--- src/verilog/mspi_defines.svh ---
// Constants for the master SPI mode of the serial unit
`ifndef MSPI_DEFINES_SVH
`define MSPI_DEFINES_SVH

`define MSPI_MODE_MASTER 2'h3
`define MSPI_FRAME_BITS 8
`define MSPI_BIT_IDX_W 3
`define MSPI_BIT_IDX_LAST 3'h7
`define MSPI_BIT_IDX_FIRST 3'h0
`define MSPI_BAUD_W 12
`define MSPI_DIV_RESET 12'h000
`define MSPI_LINE_IDLE 1'b1
`define MSPI_TXE_RESET 1'b1
`define MSPI_BUF_DEPTH 2

`endif

--- src/verilog/mspi_pkg.sv ---
// Types shared by the master SPI mode modules
package mspi_pkg;
	typedef logic [7:0] byte_type;
	typedef logic [11:0] divisor_type;
	typedef enum logic [1:0] {
		ST_IDLE  = 2'h0,
		ST_SHIFT = 2'h1
	} shift_state_type;
endpackage : mspi_pkg

--- src/verilog/stream_if.sv ---
// Valid/ready byte stream into and out of the receive buffer (shift engine side and read side)
`timescale 1ns/1ps
interface stream_if #(parameter int WIDTH = 8);
	logic             valid;
	logic             ready;
	logic [WIDTH-1:0] data;
	modport src (output valid, output data, input ready);
	modport snk (input valid, input data, output ready);
endinterface : stream_if

--- src/verilog/baud_gen.sv ---
// Half-bit tick generator: one pulse every divisor+1 cycles while running
`timescale 1ns/1ps
`include "mspi_defines.svh"
module baud_gen #(
	parameter int WIDTH = `MSPI_BAUD_W
) (
	input  wire logic             sys_clk, // System clock
	input  wire logic             rst,     // Async reset, active high
	input  wire logic             run,     // Count while high, restart when low
	input  wire logic [WIDTH-1:0] divisor, // Cycles per half period minus one
	output logic                  tick     // Half-period pulse
);
	logic [WIDTH-1:0] cnt_q;

	if (WIDTH < 1) begin : g_chk
		$error("baud_gen: WIDTH must be at least 1");
	end

	assign tick = run && (cnt_q == divisor);

	always_ff @(posedge sys_clk or posedge rst) begin
		if (rst) begin
			cnt_q <= '0;
		end else if (!run || tick) begin
			cnt_q <= '0;
		end else begin
			cnt_q <= cnt_q + 1'b1;
		end
	end
endmodule : baud_gen

--- src/verilog/two_entry_buf.sv ---
// Two-entry flip-flop buffer with valid/ready on both sides and a flush
`timescale 1ns/1ps
`include "mspi_defines.svh"
module two_entry_buf #(
	parameter int WIDTH = 8,
	parameter int DEPTH = `MSPI_BUF_DEPTH
) (
	input  wire logic sys_clk, // System clock
	input  wire logic rst,     // Async reset, active high
	input  wire logic flush,   // Drop all entries
	stream_if.snk     in_s,    // Filling side
	stream_if.src     out_s    // Draining side
);
	logic [WIDTH-1:0] mem_q [DEPTH];
	logic             wr_ptr_q;
	logic             rd_ptr_q;
	logic [1:0]       cnt_q;
	logic             push;
	logic             pop;

	if (DEPTH != 2) begin : g_chk
		$error("two_entry_buf: DEPTH must be 2");
	end

	assign in_s.ready  = (cnt_q != 2'h2);
	assign out_s.valid = (cnt_q != 2'h0);
	assign out_s.data  = mem_q[rd_ptr_q];
	assign push        = in_s.valid && in_s.ready && !flush;
	assign pop         = out_s.valid && out_s.ready && !flush;

	always_ff @(posedge sys_clk or posedge rst) begin
		if (rst) begin
			mem_q[0] <= '0;
			mem_q[1] <= '0;
		end else if (push) begin
			mem_q[wr_ptr_q] <= in_s.data;
		end
	end

	always_ff @(posedge sys_clk or posedge rst) begin
		if (rst) begin
			wr_ptr_q <= 1'b0;
			rd_ptr_q <= 1'b0;
			cnt_q    <= 2'h0;
		end else if (flush) begin
			wr_ptr_q <= 1'b0;
			rd_ptr_q <= 1'b0;
			cnt_q    <= 2'h0;
		end else begin
			wr_ptr_q <= wr_ptr_q ^ push;
			rd_ptr_q <= rd_ptr_q ^ pop;
			cnt_q    <= cnt_q + {1'b0, push} - {1'b0, pop};
		end
	end
endmodule : two_entry_buf

--- src/verilog/usart_master_spi.sv ---
// Master-only SPI mode of the serial unit: transmit buffer, shift engine, receive buffer
`timescale 1ns/1ps
`include "mspi_defines.svh"
module usart_master_spi #(
	parameter int BAUD_W = `MSPI_BAUD_W
) (
	input  wire logic                sys_clk,              // 40 MHz system clock
	input  wire logic                rst,                  // Async reset, active high
	input  wire logic [1:0]          mode_select,          // Mode field, 2'h3 = master SPI
	input  wire logic                transmit_enable,      // Transmitter enable
	input  wire logic                receive_enable,       // Receiver enable
	input  wire mspi_pkg::divisor_type baud_divisor,       // Baud divisor 0-4095
	input  wire logic                clock_polarity_sel,   // Idle clock level
	input  wire logic                clock_phase_sel,      // 0 sample on leading edge
	input  wire logic                bit_order_sel,        // 1 = LSB first
	input  wire logic                data_wr,              // Data window write strobe
	input  wire mspi_pkg::byte_type  data_wr_byte,         // Byte written
	input  wire logic                data_rd,              // Data window read strobe
	input  wire logic                transmit_done_clear,  // Write-one or interrupt acknowledge
	output mspi_pkg::byte_type       rd_data,              // Oldest received byte
	output logic                     receive_done_flag,    // Unread data present
	output logic                     transmit_done_flag,   // All data shifted out
	output logic                     tx_buffer_empty_flag, // Transmit buffer writable
	output logic                     serial_clock_pin,     // Transfer clock out
	output logic                     serial_out_pin,       // Serial data out
	output logic                     serial_out_own,       // Data out pin taken from port logic
	input  wire logic                serial_in_pin,        // Serial data in, asynchronous
	output logic                     serial_in_own         // Data in pin taken from port logic
);
	import mspi_pkg::*;

	if (BAUD_W != `MSPI_BAUD_W) begin : g_chk
		$error("usart_master_spi: BAUD_W must match divisor width");
	end

	// ==========================================================
	// Mode and enables
	logic                       master_spi_mode;
	logic                       tx_on_q;
	logic                       active;
	shift_state_type            state_q;
	logic                       tx_full_q;
	byte_type                   tx_buf_q;
	byte_type                   sh_q;
	byte_type                   rx_sh_q;
	logic                       out_q;
	logic                       sck_q;
	logic                       lead_q;
	logic [`MSPI_BIT_IDX_W-1:0] bit_cnt_q;
	logic                       txc_q;
	logic                       rx_push_q;
	logic                       rx_s1_q;
	logic                       rx_s2_q;
	logic                       tick;
	logic                       wr_take;
	logic                       load;
	logic                       frame_end;
	logic                       sample_edge;
	logic                       rx_flush;
	byte_type                   sh_next;

	stream_if #(.WIDTH(8)) rx_in ();
	stream_if #(.WIDTH(8)) rx_out ();

	assign master_spi_mode = (mode_select == `MSPI_MODE_MASTER);
	assign active          = master_spi_mode && tx_on_q;

	always_ff @(posedge sys_clk or posedge rst) begin
		if (rst) begin
			tx_on_q <= 1'b0;
		end else if (transmit_enable && master_spi_mode) begin
			tx_on_q <= 1'b1;
		end else if (state_q == ST_IDLE && !tx_full_q) begin
			tx_on_q <= 1'b0;
		end
	end

	assign serial_out_own = active;
	assign serial_in_own  = master_spi_mode && receive_enable;

	// ==========================================================
	// Transmit buffer
	// write starts transfer
	assign wr_take = data_wr && active && !tx_full_q;
	assign load    = active && tx_full_q && (state_q == ST_IDLE || frame_end);

	always_ff @(posedge sys_clk or posedge rst) begin
		if (rst) begin
			tx_full_q <= 1'b0;
			tx_buf_q  <= '0;
		end else if (wr_take) begin
			tx_full_q <= 1'b1;
			tx_buf_q  <= data_wr_byte;
		end else if (load) begin
			tx_full_q <= 1'b0;
		end
	end

	assign tx_buffer_empty_flag = !tx_full_q;

	// ==========================================================
	// Baud generator
	// internal clock only
	baud_gen #(.WIDTH(BAUD_W)) u_baud (
		.sys_clk (sys_clk),
		.rst     (rst),
		.run     (active && state_q == ST_SHIFT),
		.divisor (baud_divisor),
		.tick    (tick)
	);

	// ==========================================================
	// Shift engine sequencing
	// one common transfer controller
	assign frame_end = tick && lead_q && (bit_cnt_q == `MSPI_BIT_IDX_LAST);

	always_ff @(posedge sys_clk or posedge rst) begin
		if (rst) begin
			state_q <= ST_IDLE;
		end else if (!master_spi_mode) begin
			state_q <= ST_IDLE;
		end else if (load) begin
			state_q <= ST_SHIFT;
		end else if (frame_end) begin
			state_q <= ST_IDLE;
		end else begin
			case (state_q)
				ST_IDLE: begin
					state_q <= ST_IDLE;
				end
				ST_SHIFT: begin
					state_q <= ST_SHIFT;
				end
				default: begin
					state_q <= ST_IDLE;
				end
			endcase
		end
	end

	always_ff @(posedge sys_clk or posedge rst) begin
		if (rst) begin
			lead_q    <= 1'b0;
			bit_cnt_q <= `MSPI_BIT_IDX_FIRST;
		end else if (load) begin
			lead_q    <= 1'b0;
			bit_cnt_q <= `MSPI_BIT_IDX_FIRST;
		end else if (tick) begin
			lead_q    <= !lead_q;
			bit_cnt_q <= bit_cnt_q + {2'h0, lead_q};
		end
	end

	always_ff @(posedge sys_clk or posedge rst) begin
		if (rst) begin
			sck_q <= 1'b0;
		end else if (state_q == ST_IDLE || !master_spi_mode) begin
			sck_q <= clock_polarity_sel;
		end else if (tick) begin
			sck_q <= lead_q ? clock_polarity_sel : !clock_polarity_sel;
		end
	end
	assign serial_clock_pin = sck_q;

	// ==========================================================
	// Transmit shifter
	// one bit order for both
	assign sh_next = bit_order_sel ? {1'b0, sh_q[7:1]} : {sh_q[6:0], 1'b0};

	always_ff @(posedge sys_clk or posedge rst) begin
		if (rst) begin
			sh_q  <= '0;
			out_q <= `MSPI_LINE_IDLE;
		end else if (load) begin
			sh_q  <= tx_buf_q;
			if (!clock_phase_sel) begin
				out_q <= bit_order_sel ? tx_buf_q[0] : tx_buf_q[7];
			end
		end else if (state_q == ST_IDLE || (frame_end && !clock_phase_sel)) begin
			// line high, phase 0 after last sample
			out_q <= `MSPI_LINE_IDLE;
		end else if (tick && !lead_q) begin
			if (clock_phase_sel) begin
				out_q <= bit_order_sel ? sh_q[0] : sh_q[7];
			end
		end else if (tick && lead_q) begin
			sh_q <= sh_next;
			if (!clock_phase_sel) begin
				out_q <= bit_order_sel ? sh_next[0] : sh_next[7];
			end
		end
	end
	assign serial_out_pin = out_q;

	always_ff @(posedge sys_clk or posedge rst) begin
		if (rst) begin
			txc_q <= 1'b0;
		end else if (frame_end && !tx_full_q) begin
			txc_q <= 1'b1;
		end else if (transmit_done_clear) begin
			txc_q <= 1'b0;
		end
	end
	assign transmit_done_flag = txc_q;

	// ==========================================================
	// Receive path
	always_ff @(posedge sys_clk or posedge rst) begin
		if (rst) begin
			rx_s1_q <= 1'b0;
			rx_s2_q <= 1'b0;
		end else begin
			rx_s1_q <= serial_in_pin;
			rx_s2_q <= rx_s1_q;
		end
	end

	assign sample_edge = tick && (lead_q == clock_phase_sel);

	always_ff @(posedge sys_clk or posedge rst) begin
		if (rst) begin
			rx_sh_q <= '0;
		end else if (sample_edge) begin
			rx_sh_q <= bit_order_sel ? {rx_s2_q, rx_sh_q[7:1]} : {rx_sh_q[6:0], rx_s2_q};
		end
	end

	always_ff @(posedge sys_clk or posedge rst) begin
		if (rst) begin
			rx_push_q <= 1'b0;
		end else begin
			rx_push_q <= frame_end && receive_enable;
		end
	end

	assign rx_in.valid  = rx_push_q;
	assign rx_in.data   = rx_sh_q;
	assign rx_out.ready = data_rd;
	assign rx_flush     = !receive_enable || !master_spi_mode;

	two_entry_buf #(.WIDTH(8), .DEPTH(`MSPI_BUF_DEPTH)) u_rx_buf (
		.sys_clk (sys_clk),
		.rst     (rst),
		.flush   (rx_flush),
		.in_s    (rx_in.snk),
		.out_s   (rx_out.src)
	);

	assign rd_data           = rx_out.data;
	assign receive_done_flag = rx_out.valid;
endmodule : usart_master_spi
--- config.mk ---
export PLATFORM = sky130hd
export DESIGN_NAME = usart_master_spi
export DESIGN_NICKNAME = d
export VERILOG_FILES = /design/src/verilog/mspi_pkg.sv /design/src/verilog/stream_if.sv /design/src/verilog/baud_gen.sv /design/src/verilog/two_entry_buf.sv /design/src/verilog/usart_master_spi.sv
export VERILOG_INCLUDE_DIRS = /design/src /design/src/verilog
export SDC_FILE = /design/constraint.sdc
export NUM_CORES = 1
export LEC_CHECK = 0
export BUFFER_PORTS_ARGS = -buffer_cell sky130_fd_sc_hd__buf_2
export CAP_MARGIN = 0
export CORE_MARGIN = 3
export CORE_UTILIZATION = 58
export DETAILED_ROUTE_END_ITERATION = 7
export GPL_TIMING_DRIVEN = 0
export PLACE_DENSITY = 0.85
export SLEW_MARGIN = 15
export SYNTH_ARGS = -nofsm -noshare
export SYNTH_HDL_FRONTEND = slang
export SYNTH_SLANG_ARGS = --single-unit
--- constraint.sdc ---
create_clock -name sys_clk -period 2.7 [get_ports sys_clk]
set_input_delay 0.54 -clock sys_clk [delete_from_list [all_inputs] [get_ports sys_clk]]
set_output_delay 0.54 -clock sys_clk [all_outputs]
set_load 0.005 [all_outputs]
==> results of run 1 <==
## state kept, by name, summed over array words and instances (netlist names), 2 cells and up
name / count
bit_cnt_q: 3
rx_in.data: 8
sh_q: 8
tx_buf_q: 8
u_baud.cnt_q: 12
u_rx_buf.cnt_q: 2
u_rx_buf.mem_q: 16
## per-layer routing
metal | vias to the layer above | GRT usage [%] | wire [um]
met3 | 11 | 3.827 | 311
met4 | 0 | 8.058 | 96
met1 | 1218 | 25.45 | 2892
met2 | 68 | 34.59 | 3437
li1 | 1167 | - | -
met5 | - | 0 | 0
## layout by cell type, fill, tap and decap left out, drive strengths merged, types with 2 or more instances in the layout
| cell | n |
|---|---|
| and3 | 8 |
| clkinv | 4 |
| nand2 | 16 |
| ha | 7 |
| xnor2 | 22 |
| o21ai | 10 |
| and2 | 3 |
| a31o | 2 |
| inv | 12 |
| a21oi | 6 |
| xor2 | 5 |
| nor2b | 2 |
| nor2 | 17 |
| and4 | 2 |
| nor4 | 4 |
| nand3 | 8 |
| dfrtp | 68 |
| nor3 | 2 |
| buf | 50 |
| mux2i | 5 |
| mux2 | 64 |
| clkbuf | 17 |
| nand4 | 9 |
## logic make-up (layout without fill, tap and decap cells)
| family | after synthesis | in the layout | share of synthesized area [%] |
|---|---|---|---|
| xor+xnor | 27 | 27 | 7.200 |
| mux | 69 | 69 | 21.43 |
| flops | 69 | 69 | 48.03 |
| buf+inv | 23 | 85 | 2.504 |
| compound gates | 26 | 26 | 5.079 |
| fa+ha+maj | 7 | 7 | 2.435 |
| simple gates | 76 | 76 | 13.32 |
## final timing paths
| path | endpoint | start | cells past startpoint | slack, ps |
|---|---|---|---|---|
| setup / recovery | sh_q[6] | u_baud.cnt_q[2] | 5 | 280 |
| hold reg to reg | rx_s2_q | rx_s1_q | 0 | 350 |
| min in group sys_clk | rx_s1_q | serial_in_pin | 1 | 300 |
| setup reg to reg | sh_q[6] | u_baud.cnt_q[2] | 5 | 280 |
| hold / removal | u_rx_buf.cnt_q[1] | rst | 2 | 140 |
| max in group asynchronous | tx_buf_q[7] | rst | 3 | 2030 |
## per-stage QoR
step	cells	power, mW
2_1_floorplan	297	1.457
3_3_place_gp	418	1.543
3_5_place_dp	419	1.572
4_1_cts	434	2.369
5_1_grt	434	2.464
6_report	434	2.350
## final cells by class
cell class                      instances  area share, %
Buffer                                 10         0.9994
Clock buffer                           10          3.089
Clock inverter                          5          1.272
Inverter                               13          1.242
Multi-Input combinational cell        205          43.06
Sequential cell                        69          41.82
Tap cell                               75          2.271
Timing Repair Buffer                   47          6.239
## power by group through the flow
stage	Combinational (mW)	Sequential [mW]	Clock [mW]
after floorplan	0.247	1.21	0
after CTS	0.338	1.22	0.814
final	0.334	1.22	0.797
after detailed placement	0.335	1.24	0
after global routing	0.375	1.23	0.857
after global placement	0.313	1.23	0
==> key figures, run 1 <==
Synth
  • Mapped Cells: 297
  • Share of the synthesized area in the top cell type: 47.30%
  • Post-Syn Nets: 337
  • List of most frequent post-synthesis cells: dfrtp_1, mux2_2, xnor2_1
  • Area contributors post-synth: dfrtp_1, mux2_2, xnor2_1
  • Yosys top cell by area: dfrtp_1
  • Synth Flop Type: dfrtp_1
  • Ys Warns: 0
  • Cell Area, Synth: 3597 sq um
  • Post-synthesis async set-or-reset flop share: 100.0%
  • Top-count cell post-synth: dfrtp_1
  • Number of synthesized flops with an enable pin: 0
  • Yosys cell types: 47
  • Seq cells post-synth: 69
  • Syn Area/Cell: 12.11 sq um
  • Register area share after synthesis: 48.03%

Timing
  • Tmin final: 2416 ps
  • F_max: 0.4139 GHz
  • Clock Skew: 8.875 ps
  • Final hold slack: 143.4 ps
  • Final hold violation count: 0
  • Final setup viols: 0
  • Unrepaired setup endpoints after global routing: false
  • Final worst-path cycle share: 89.48%
  • Slew HR: 59.17%
  • Setup TNS: 0 ps
  • Slew @ Worst Pin: 607.9 ps
  • Slew Limit Fails: 0
  • Setup slack after layout: 284.0 ps

Setup path
  • Crit end category: flip-flop
  • Slowest stage cell, crit path: nor4_4
  • Critical Path RT: 2930 ps
  • Worst path top cell family by delay: simple AND/OR/NAND/NOR gates
  • CP most frequent cell: mux2_1
  • CP peak stage delay: 620 ps
  • Cells along the critical path: xnor2_1 > nand4_4 > nor4_4 > mux2_1 > mux2_1
  • WP buf/inv: 0
  • CP max FO: 8
  • Critical path type: reg -> reg
  • Data arrival, critical path: 2650 ps
  • Startpoint types: flip-flop

Status
  • Status: finished clean

Power and ir drop
  • Maximum VDD drop: 0.4323 mV
  • Combinational cell fraction of total power: 14.2%
  • Clock network fraction of total power: 33.9%
  • Share of power burned in registers: 51.9%
  • PwrDens: 568.9 nW/um^2
  • Sw frac: 25.84%
  • Internal: 1.743 mW
  • Pleak: 2.007 nW
  • Psw: 0.6074 mW

Placed design
  • DP Area: 3951 sq um
  • Port bufs: 46
  • Post-DP HPWL: 4844 um
  • Dpl ws: 86.11 ps
  • Placer Congestion: 0.8301

Route
  • Drt total wl: 6737 um
  • DRT iter0 DRCs: 123
  • WL/cell: 15.52 um
  • DR DRC count: 0
  • Antenna Nets Post-Route: 0
  • Drt first pass iters: 4
  • Vias/cell: 5.677
  • Routed vias: 2464

Floorplan
  • Initial core utilization: 60.40%
  • Die Area: 7183 sq um
  • Die Y: 84.76 um
  • Chip width: 84.76 um
  • Core Footprint: 5956 sq um
  • I/O pins: 48
  • Rows: 28

Clock network
  • Clock root cell: clkbuf_8
  • Worst skew pair latency: 350 ps
  • CTS tree: built
  • Hold buffer count at CTS: 0
  • CTS buffer count: 9
  • Clk pin slew, worst setup/hold paths: 70 ps
  • Post-cts resize count: 0
  • Clock sinks: 69
  • CTS max path bufs: 2
  • H-tree depth reported by CTS: 3
  • Post-CTS Setup Repair Bufs: 0

GRT
  • Grt ovf: 0
  • Antenna violations before repair: 0
  • Vias in the first global route: 2530
  • GRT Util Overall: 20.28%
  • First-pass GRT wire length: 11570 um
  • Largest net degree at the start of global routing: 49

Final layout
  • Fin util: 69.37%
  • Layout cells sized above 1: 37.88%
  • Register Area: 1728 sq um
  • Multi-input logic area: 1779 sq um
  • Fin nets: 395
  • Design Area, Final: 4131 sq um
  • P&R area growth vs syn: 14.85%
  • Filler instances: 448
  • Antenna diode count: 0

Hold path
  • Worst hold path type: in -> async

Run
  • Max-Cap Viols: 0
(Power assumes the default switching activity.)
==> inputs of run 2 (changes only) <==
- CORE_ASPECT_RATIO: unset -> 0.7
- CTS_CLUSTER_SIZE: unset -> 10
==> key figures, run 2 (synthesized netlist as in run 1, its figures left out) <==
Route
  • Drt first pass iters: 6 (+2)
  • Drt total wl: 6850 um (+1.7%)
  • Antenna Nets Post-Route: 0 (unchanged)
  • WL/cell: 15.75 um (+1.4%)
  • DR DRC count: 0 (unchanged)
  • Vias/cell: 5.655 (-0.39%)
  • DRT iter0 DRCs: 157 (+28%)
  • Routed vias: 2460 (-0.16%)

Setup path
  • Cells along the critical path: xnor2_1 > nand4_4 > nor4_4 > mux2_1 > mux2_1
  • CP max FO: 8 (unchanged)
  • Worst path top cell family by delay: simple AND/OR/NAND/NOR gates
  • Reg2reg end: sh_q[4]
  • Critical path type: reg -> reg
  • Critical Path RT: 2930 ps (about the same)
  • Register-to-Register Path Depth: 5 (unchanged)
  • WP buf/inv: 0 (unchanged)
  • Data arrival, critical path: 2730 ps (+80 ps)
  • CP most frequent cell: mux2_1
  • R2r setup slk: 210 ps (-80 ps)
  • Startpoint types: flip-flop
  • Crit end category: flip-flop
  • CP peak stage delay: 680 ps (+60 ps)
  • R2R Path Start: u_baud.cnt_q[9]
  • Slowest stage cell, crit path: nor4_4

Clock network
  • Hold buffer count at CTS: 0 (unchanged)
  • Worst skew pair latency: 350 ps (about the same)
  • Clock root cell: clkbuf_8
  • Clk pin slew, worst setup/hold paths: 80 ps (about the same)
  • H-tree depth reported by CTS: 3 (unchanged)
  • CTS max path bufs: 2 (unchanged)
  • CTS tree: built
  • CTS buffer count: 9 (unchanged)
  • Post-cts resize count: 0 (unchanged)
  • Clock sinks: 69 (unchanged)
  • Post-CTS Setup Repair Bufs: 0 (unchanged)

Timing
  • Slew Limit Fails: 0 (unchanged)
  • Final worst-path cycle share: 92.29% (+2.8 points)
  • Clock Skew: 6.500 ps (-2.375 ps)
  • Slew @ Worst Pin: 651.3 ps (+43.42 ps)
  • F_max: 0.4013 GHz (-3.0%)
  • Setup TNS: 0 ps (unchanged)
  • Unrepaired setup endpoints after global routing: false
  • Tmin final: 2492 ps (+75.82 ps)
  • Final hold slack: 131.6 ps (-11.77 ps)
  • Slew HR: 56.25% (-2.9 points)
  • Final setup viols: 0 (unchanged)
  • Final hold violation count: 0 (unchanged)

Placed design
  • Post-DP HPWL: 5132 um (+5.9%)
  • Port bufs: 46 (unchanged)
  • Placer Congestion: 0.8552 (+3.0%)
  • DP Area: 3951 sq um (unchanged)

Floorplan
  • Rows: 23 (-18%)
  • Die Y: 71.89 um (-15%)
  • I/O pins: 48 (unchanged)
  • Core Footprint: 5871 sq um (-1.4%)
  • Die Area: 7198 sq um (+0.21%)
  • Initial core utilization: 61.27% (+0.88 points)
  • Chip width: 100.1 um (+18%)

Power and ir drop
  • Clock network fraction of total power: 37.6% (+3.7 points)
  • Share of power burned in registers: 48.8% (-3.1 points)
  • Sw frac: 25.00% (-0.84 points)
  • Total Power: 2.492 mW (+6.0%)
  • Combinational cell fraction of total power: 13.6% (-0.6 points)
  • PwrDens: 596.9 nW/um^2 (+4.9%)
  • Psw: 0.6232 mW (+2.6%)
  • Internal: 1.869 mW (+7.2%)
  • Pleak: 2.027 nW (+1.0%)
  • Maximum VDD drop: 0.5305 mV (+23%)

Final layout
  • Commonest non-fill, non-tap cells in the layout: dfrtp_1, mux2_2, buf_2
  • Commonest non-fill, non-tap cell in the layout: dfrtp_1
  • Reg with most FFs: u_rx_buf.mem_q
  • Layout cells sized above 1: 38.33% (+0.45 points)
  • Antenna diode count: 0 (unchanged)
  • Largest register FFs: 16 (unchanged)
  • Design Area, Final: 4175 sq um (+1.1%)
  • Fin nets: 395 (unchanged)
  • Fin util: 71.12% (+1.8 points)
  • Largest registers: u_rx_buf.mem_q (16), u_baud.cnt_q (12)
  • P&R area growth vs syn: 16.07%

GRT
  • Grt ovf: 0 (unchanged)
  • GRT Util Overall: 20.79% (+0.50 points)
  • Vias in the first global route: 2472 (-2.3%)
  • Antenna violations before repair: 0 (unchanged)
  • First-pass GRT wire length: 11600 um (+0.23%)
  • Largest net degree at the start of global routing: 51 (+4.1%)

Status
  • Status: finished clean

Hold path
  • Worst hold path type: in -> async

Run
  • Max-Cap Viols: 0 (unchanged)
## run 2: per-stage QoR
stage,worst slack (ps),cells
6_report,208.2,435
5_1_grt,50.65,435
4_1_cts,193.6,435
3_5_place_dp,16.88,419
3_3_place_gp,-380.1,418
2_1_floorplan,416.7,297
## run 2: layout make-up
class | count | area [sq um]
clock inverter | 6 | 86.33
tap | 75 | 93.84
buffer | 10 | 41.29
timing repair buffer | 47 | 257.7
sequential | 69 | 1728
multi-input combinational | 205 | 1779
fill | 437 | 1695
inverter | 13 | 51.30
clock buffer | 10 | 137.6
## run 2: worst reg2reg max path, cell delays in order (launching register included)
cell and delay [ps]:
dfrtp_1 420, xnor2_1 340, nand4_4 260, nor4_4 690, mux2_1 390, mux2_1 300
## run 2: how the worst max path moves through the flow
stage | cells past startpoint | slack (ps) | start | to
2_1_floorplan | 1 | 420 | rst | bit_cnt_q[0]
3_3_place_gp | 2 | -380 | rst | u_baud.cnt_q[8]
3_5_place_dp | 6 | 20 | baud_divisor[9] | sh_q[4]
4_1_cts | 5 | 190 | u_baud.cnt_q[9] | sh_q[4]
5_1_grt | 5 | 50 | u_baud.cnt_q[9] | sh_q[4]
6_report | 5 | 210 | u_baud.cnt_q[9] | sh_q[4]
## run 2: power groups by stage
stage	Combinational, mW	Clock [mW]	Sequential (mW)
2_1_floorplan	0.247	0	1.21
3_5_place_dp	0.343	0	1.24
6_report	0.340	0.936	1.22
5_1_grt	0.377	1.01	1.23
3_3_place_gp	0.317	0	1.23
4_1_cts	0.345	0.956	1.22
## run 2: layer usage
metal  global-route usage (%)  up-vias  wire length, um
met5                        0        -                0
met4                    7.474        0              118
met3                    6.244       15              398
met2                    32.09       73             3132
met1                    28.18     1202             3201
li1                         -     1170                -
==> inputs of run 3 (changes only) <==
- PLACE_DENSITY: 0.85 -> 0.76
==> key figures, run 3 (synthesized netlist as in run 1, its figures left out) <==
Route
  • DR DRC count: 0 (unchanged)
  • Drt first pass iters: 4 (-2)
  • Routed vias: 2388 (-2.9%)
  • Drt total wl: 6669 um (-2.6%)
  • Vias/cell: 5.490 (-2.9%)
  • DRT iter0 DRCs: 81 (-48%)
  • WL/cell: 15.33 um (-2.6%)
  • Antenna Nets Post-Route: 0 (unchanged)

Placed design
  • Dpl ws: 39.01 ps (+22.14 ps)
  • Placer Congestion: 0.7617 (-11%)
  • Port bufs: 46 (unchanged)
  • Post-DP HPWL: 4931 um (-3.9%)
  • DP Area: 3951 sq um (unchanged)
  • Placed cells: 419 (unchanged)

Final layout
  • Largest registers: u_rx_buf.mem_q (16), u_baud.cnt_q (12)
  • Commonest non-fill, non-tap cell in the layout: dfrtp_1
  • Fin util: 71.08% (about the same)
  • P&R area growth vs syn: 16.00% (about the same)
  • Design Area, Final: 4173 sq um (about the same)
  • Layout Cells excl Fill: 435 (unchanged)
  • Layout cells sized above 1: 38.33% (unchanged)
  • Reg with most FFs: u_rx_buf.mem_q
  • Fin nets: 395 (unchanged)
  • Largest register FFs: 16 (unchanged)
  • Commonest non-fill, non-tap cells in the layout: dfrtp_1, mux2_2, buf_2
  • Antenna diode count: 0 (unchanged)

Setup path
  • Crit end category: flip-flop
  • Data arrival, critical path: 2670 ps (-60 ps)
  • Critical Path RT: 2930 ps (about the same)
  • R2r setup slk: 250 ps (+40 ps)
  • Register-to-Register Path Depth: 5 (unchanged)
  • Critical path launch point: u_baud.cnt_q[9]
  • Critical path type: reg -> reg
  • Startpoint types: flip-flop
  • CP max FO: 8 (unchanged)
  • R2R Path Start: u_baud.cnt_q[9]
  • Reg2reg end: sh_q[1]

Run
  • Max-Cap Viols: 0 (unchanged)

Clock network
  • Hold buffer count at CTS: 0 (unchanged)
  • Clk pin slew, worst setup/hold paths: 80 ps (about the same)
  • CTS max path bufs: 2 (unchanged)
  • Post-CTS Setup Repair Bufs: 0 (unchanged)
  • Clock root cell: clkbuf_8
  • H-tree depth reported by CTS: 3 (unchanged)
  • Post-cts resize count: 0 (unchanged)
  • CTS buffer count: 9 (unchanged)
  • Clock sinks: 69 (unchanged)
  • Worst skew pair latency: 350 ps (about the same)
  • CTS tree: built

Power and ir drop
  • Internal: 1.848 mW (-1.1%)
  • Clock network fraction of total power: 37.1% (-0.5 points)
  • Psw: 0.6211 mW (-0.32%)
  • Pleak: 2.021 nW (-0.32%)
  • Combinational cell fraction of total power: 13.5% (about the same)
  • Share of power burned in registers: 49.4% (+0.6 points)
  • PwrDens: 591.8 nW/um^2 (-0.86%)
  • Maximum VDD drop: 0.4297 mV (-19%)
  • Total Power: 2.469 mW (-0.92%)
  • Sw frac: 25.15% (+0.15 points)

Floorplan
  • Die Area: 7198 sq um (unchanged)
  • Die Y: 71.89 um (unchanged)
  • Initial core utilization: 61.27% (unchanged)
  • Rows: 23 (unchanged)
  • Core Footprint: 5871 sq um (unchanged)
  • I/O pins: 48 (unchanged)
  • Chip width: 100.1 um (unchanged)

Hold path
  • Worst hold path type: in -> async

GRT
  • First-pass GRT wire length: 11220 um (-3.3%)
  • Vias in the first global route: 2366 (-4.3%)
  • Grt ovf: 0 (unchanged)
  • Antenna violations before repair: 0 (unchanged)
  • GRT Util Overall: 19.90% (-0.89 points)
  • Largest net degree at the start of global routing: 54 (+5.9%)

Timing
  • Final setup viols: 0 (unchanged)
  • Clock Skew: 11.00 ps (+4.496 ps)
  • Final hold violation count: 0 (unchanged)
  • Setup TNS: 0 ps (unchanged)
  • Slew @ Worst Pin: 606.6 ps (-44.76 ps)
  • Unrepaired setup endpoints after global routing: false
  • Slew Limit Fails: 0 (unchanged)
  • Slew HR: 59.56% (+3.3 points)
  • F_max: 0.4083 GHz (+1.7%)
  • Final worst-path cycle share: 90.72% (-1.6 points)
  • Setup slack after layout: 250.6 ps (+42.43 ps)
  • Tmin final: 2449 ps (-42.43 ps)
  • Final hold slack: 118.5 ps (-13.16 ps)

Status
  • Status: finished clean
==> run 3: cell count changes in the layout (fill, tap and decap cells not counted) <==
cell and change:
clkbuf_8 -1, clkinv_2 -1, clkinvlp_4 +1, inv_6 +1
==> run 3: worst max-delay path, stage by stage (launching register included) <==
cell and delay [ps]:
dfrtp_1 430, xnor2_1 340, nand4_4 250, nor4_4 640
mux2_1 380, mux2_1 300
==> run 3: power groups by stage <==
stage	Sequential, mW	Combinational [mW]	Clock [mW]
after floorplan	1.21	0.247	0
after global placement	1.23	0.319	0
after detailed placement	1.24	0.340	0
after CTS	1.22	0.340	0.942
after global routing	1.23	0.371	0.976
final	1.22	0.334	0.916
==> run 3: worst max-delay path by stage <==
stage | end | slack [ps] | cells after the start
2_1_floorplan | bit_cnt_q[0] | 420 | 1
3_3_place_gp | u_baud.cnt_q[8] | -390 | 2
3_5_place_dp | sh_q[1] | 40 | 6
4_1_cts | sh_q[1] | 220 | 5
5_1_grt | sh_q[1] | 110 | 5
6_report | sh_q[1] | 250 | 5
==> run 3: final cells by class <==
cell class                 count  area (sq um)
multi-input combinational    205          1779
sequential                    69          1728
fill                         428          1698
timing repair buffer          47         257.7
clock buffer                   9         123.9
clock inverter                 7         97.59
tap                           75         93.84
inverter                      13         51.30
buffer                        10         41.29
==> run 3: routing by layer <==
metal | wire (um) | part of all wire, % | global-route usage, %
met1 | 3309 | 50 | 27.87
met4 | 86 | 1.3 | 6.278
met3 | 272 | 4.1 | 4.323
met2 | 3001 | 45 | 31.35
met5 | 0 | 0 | 0
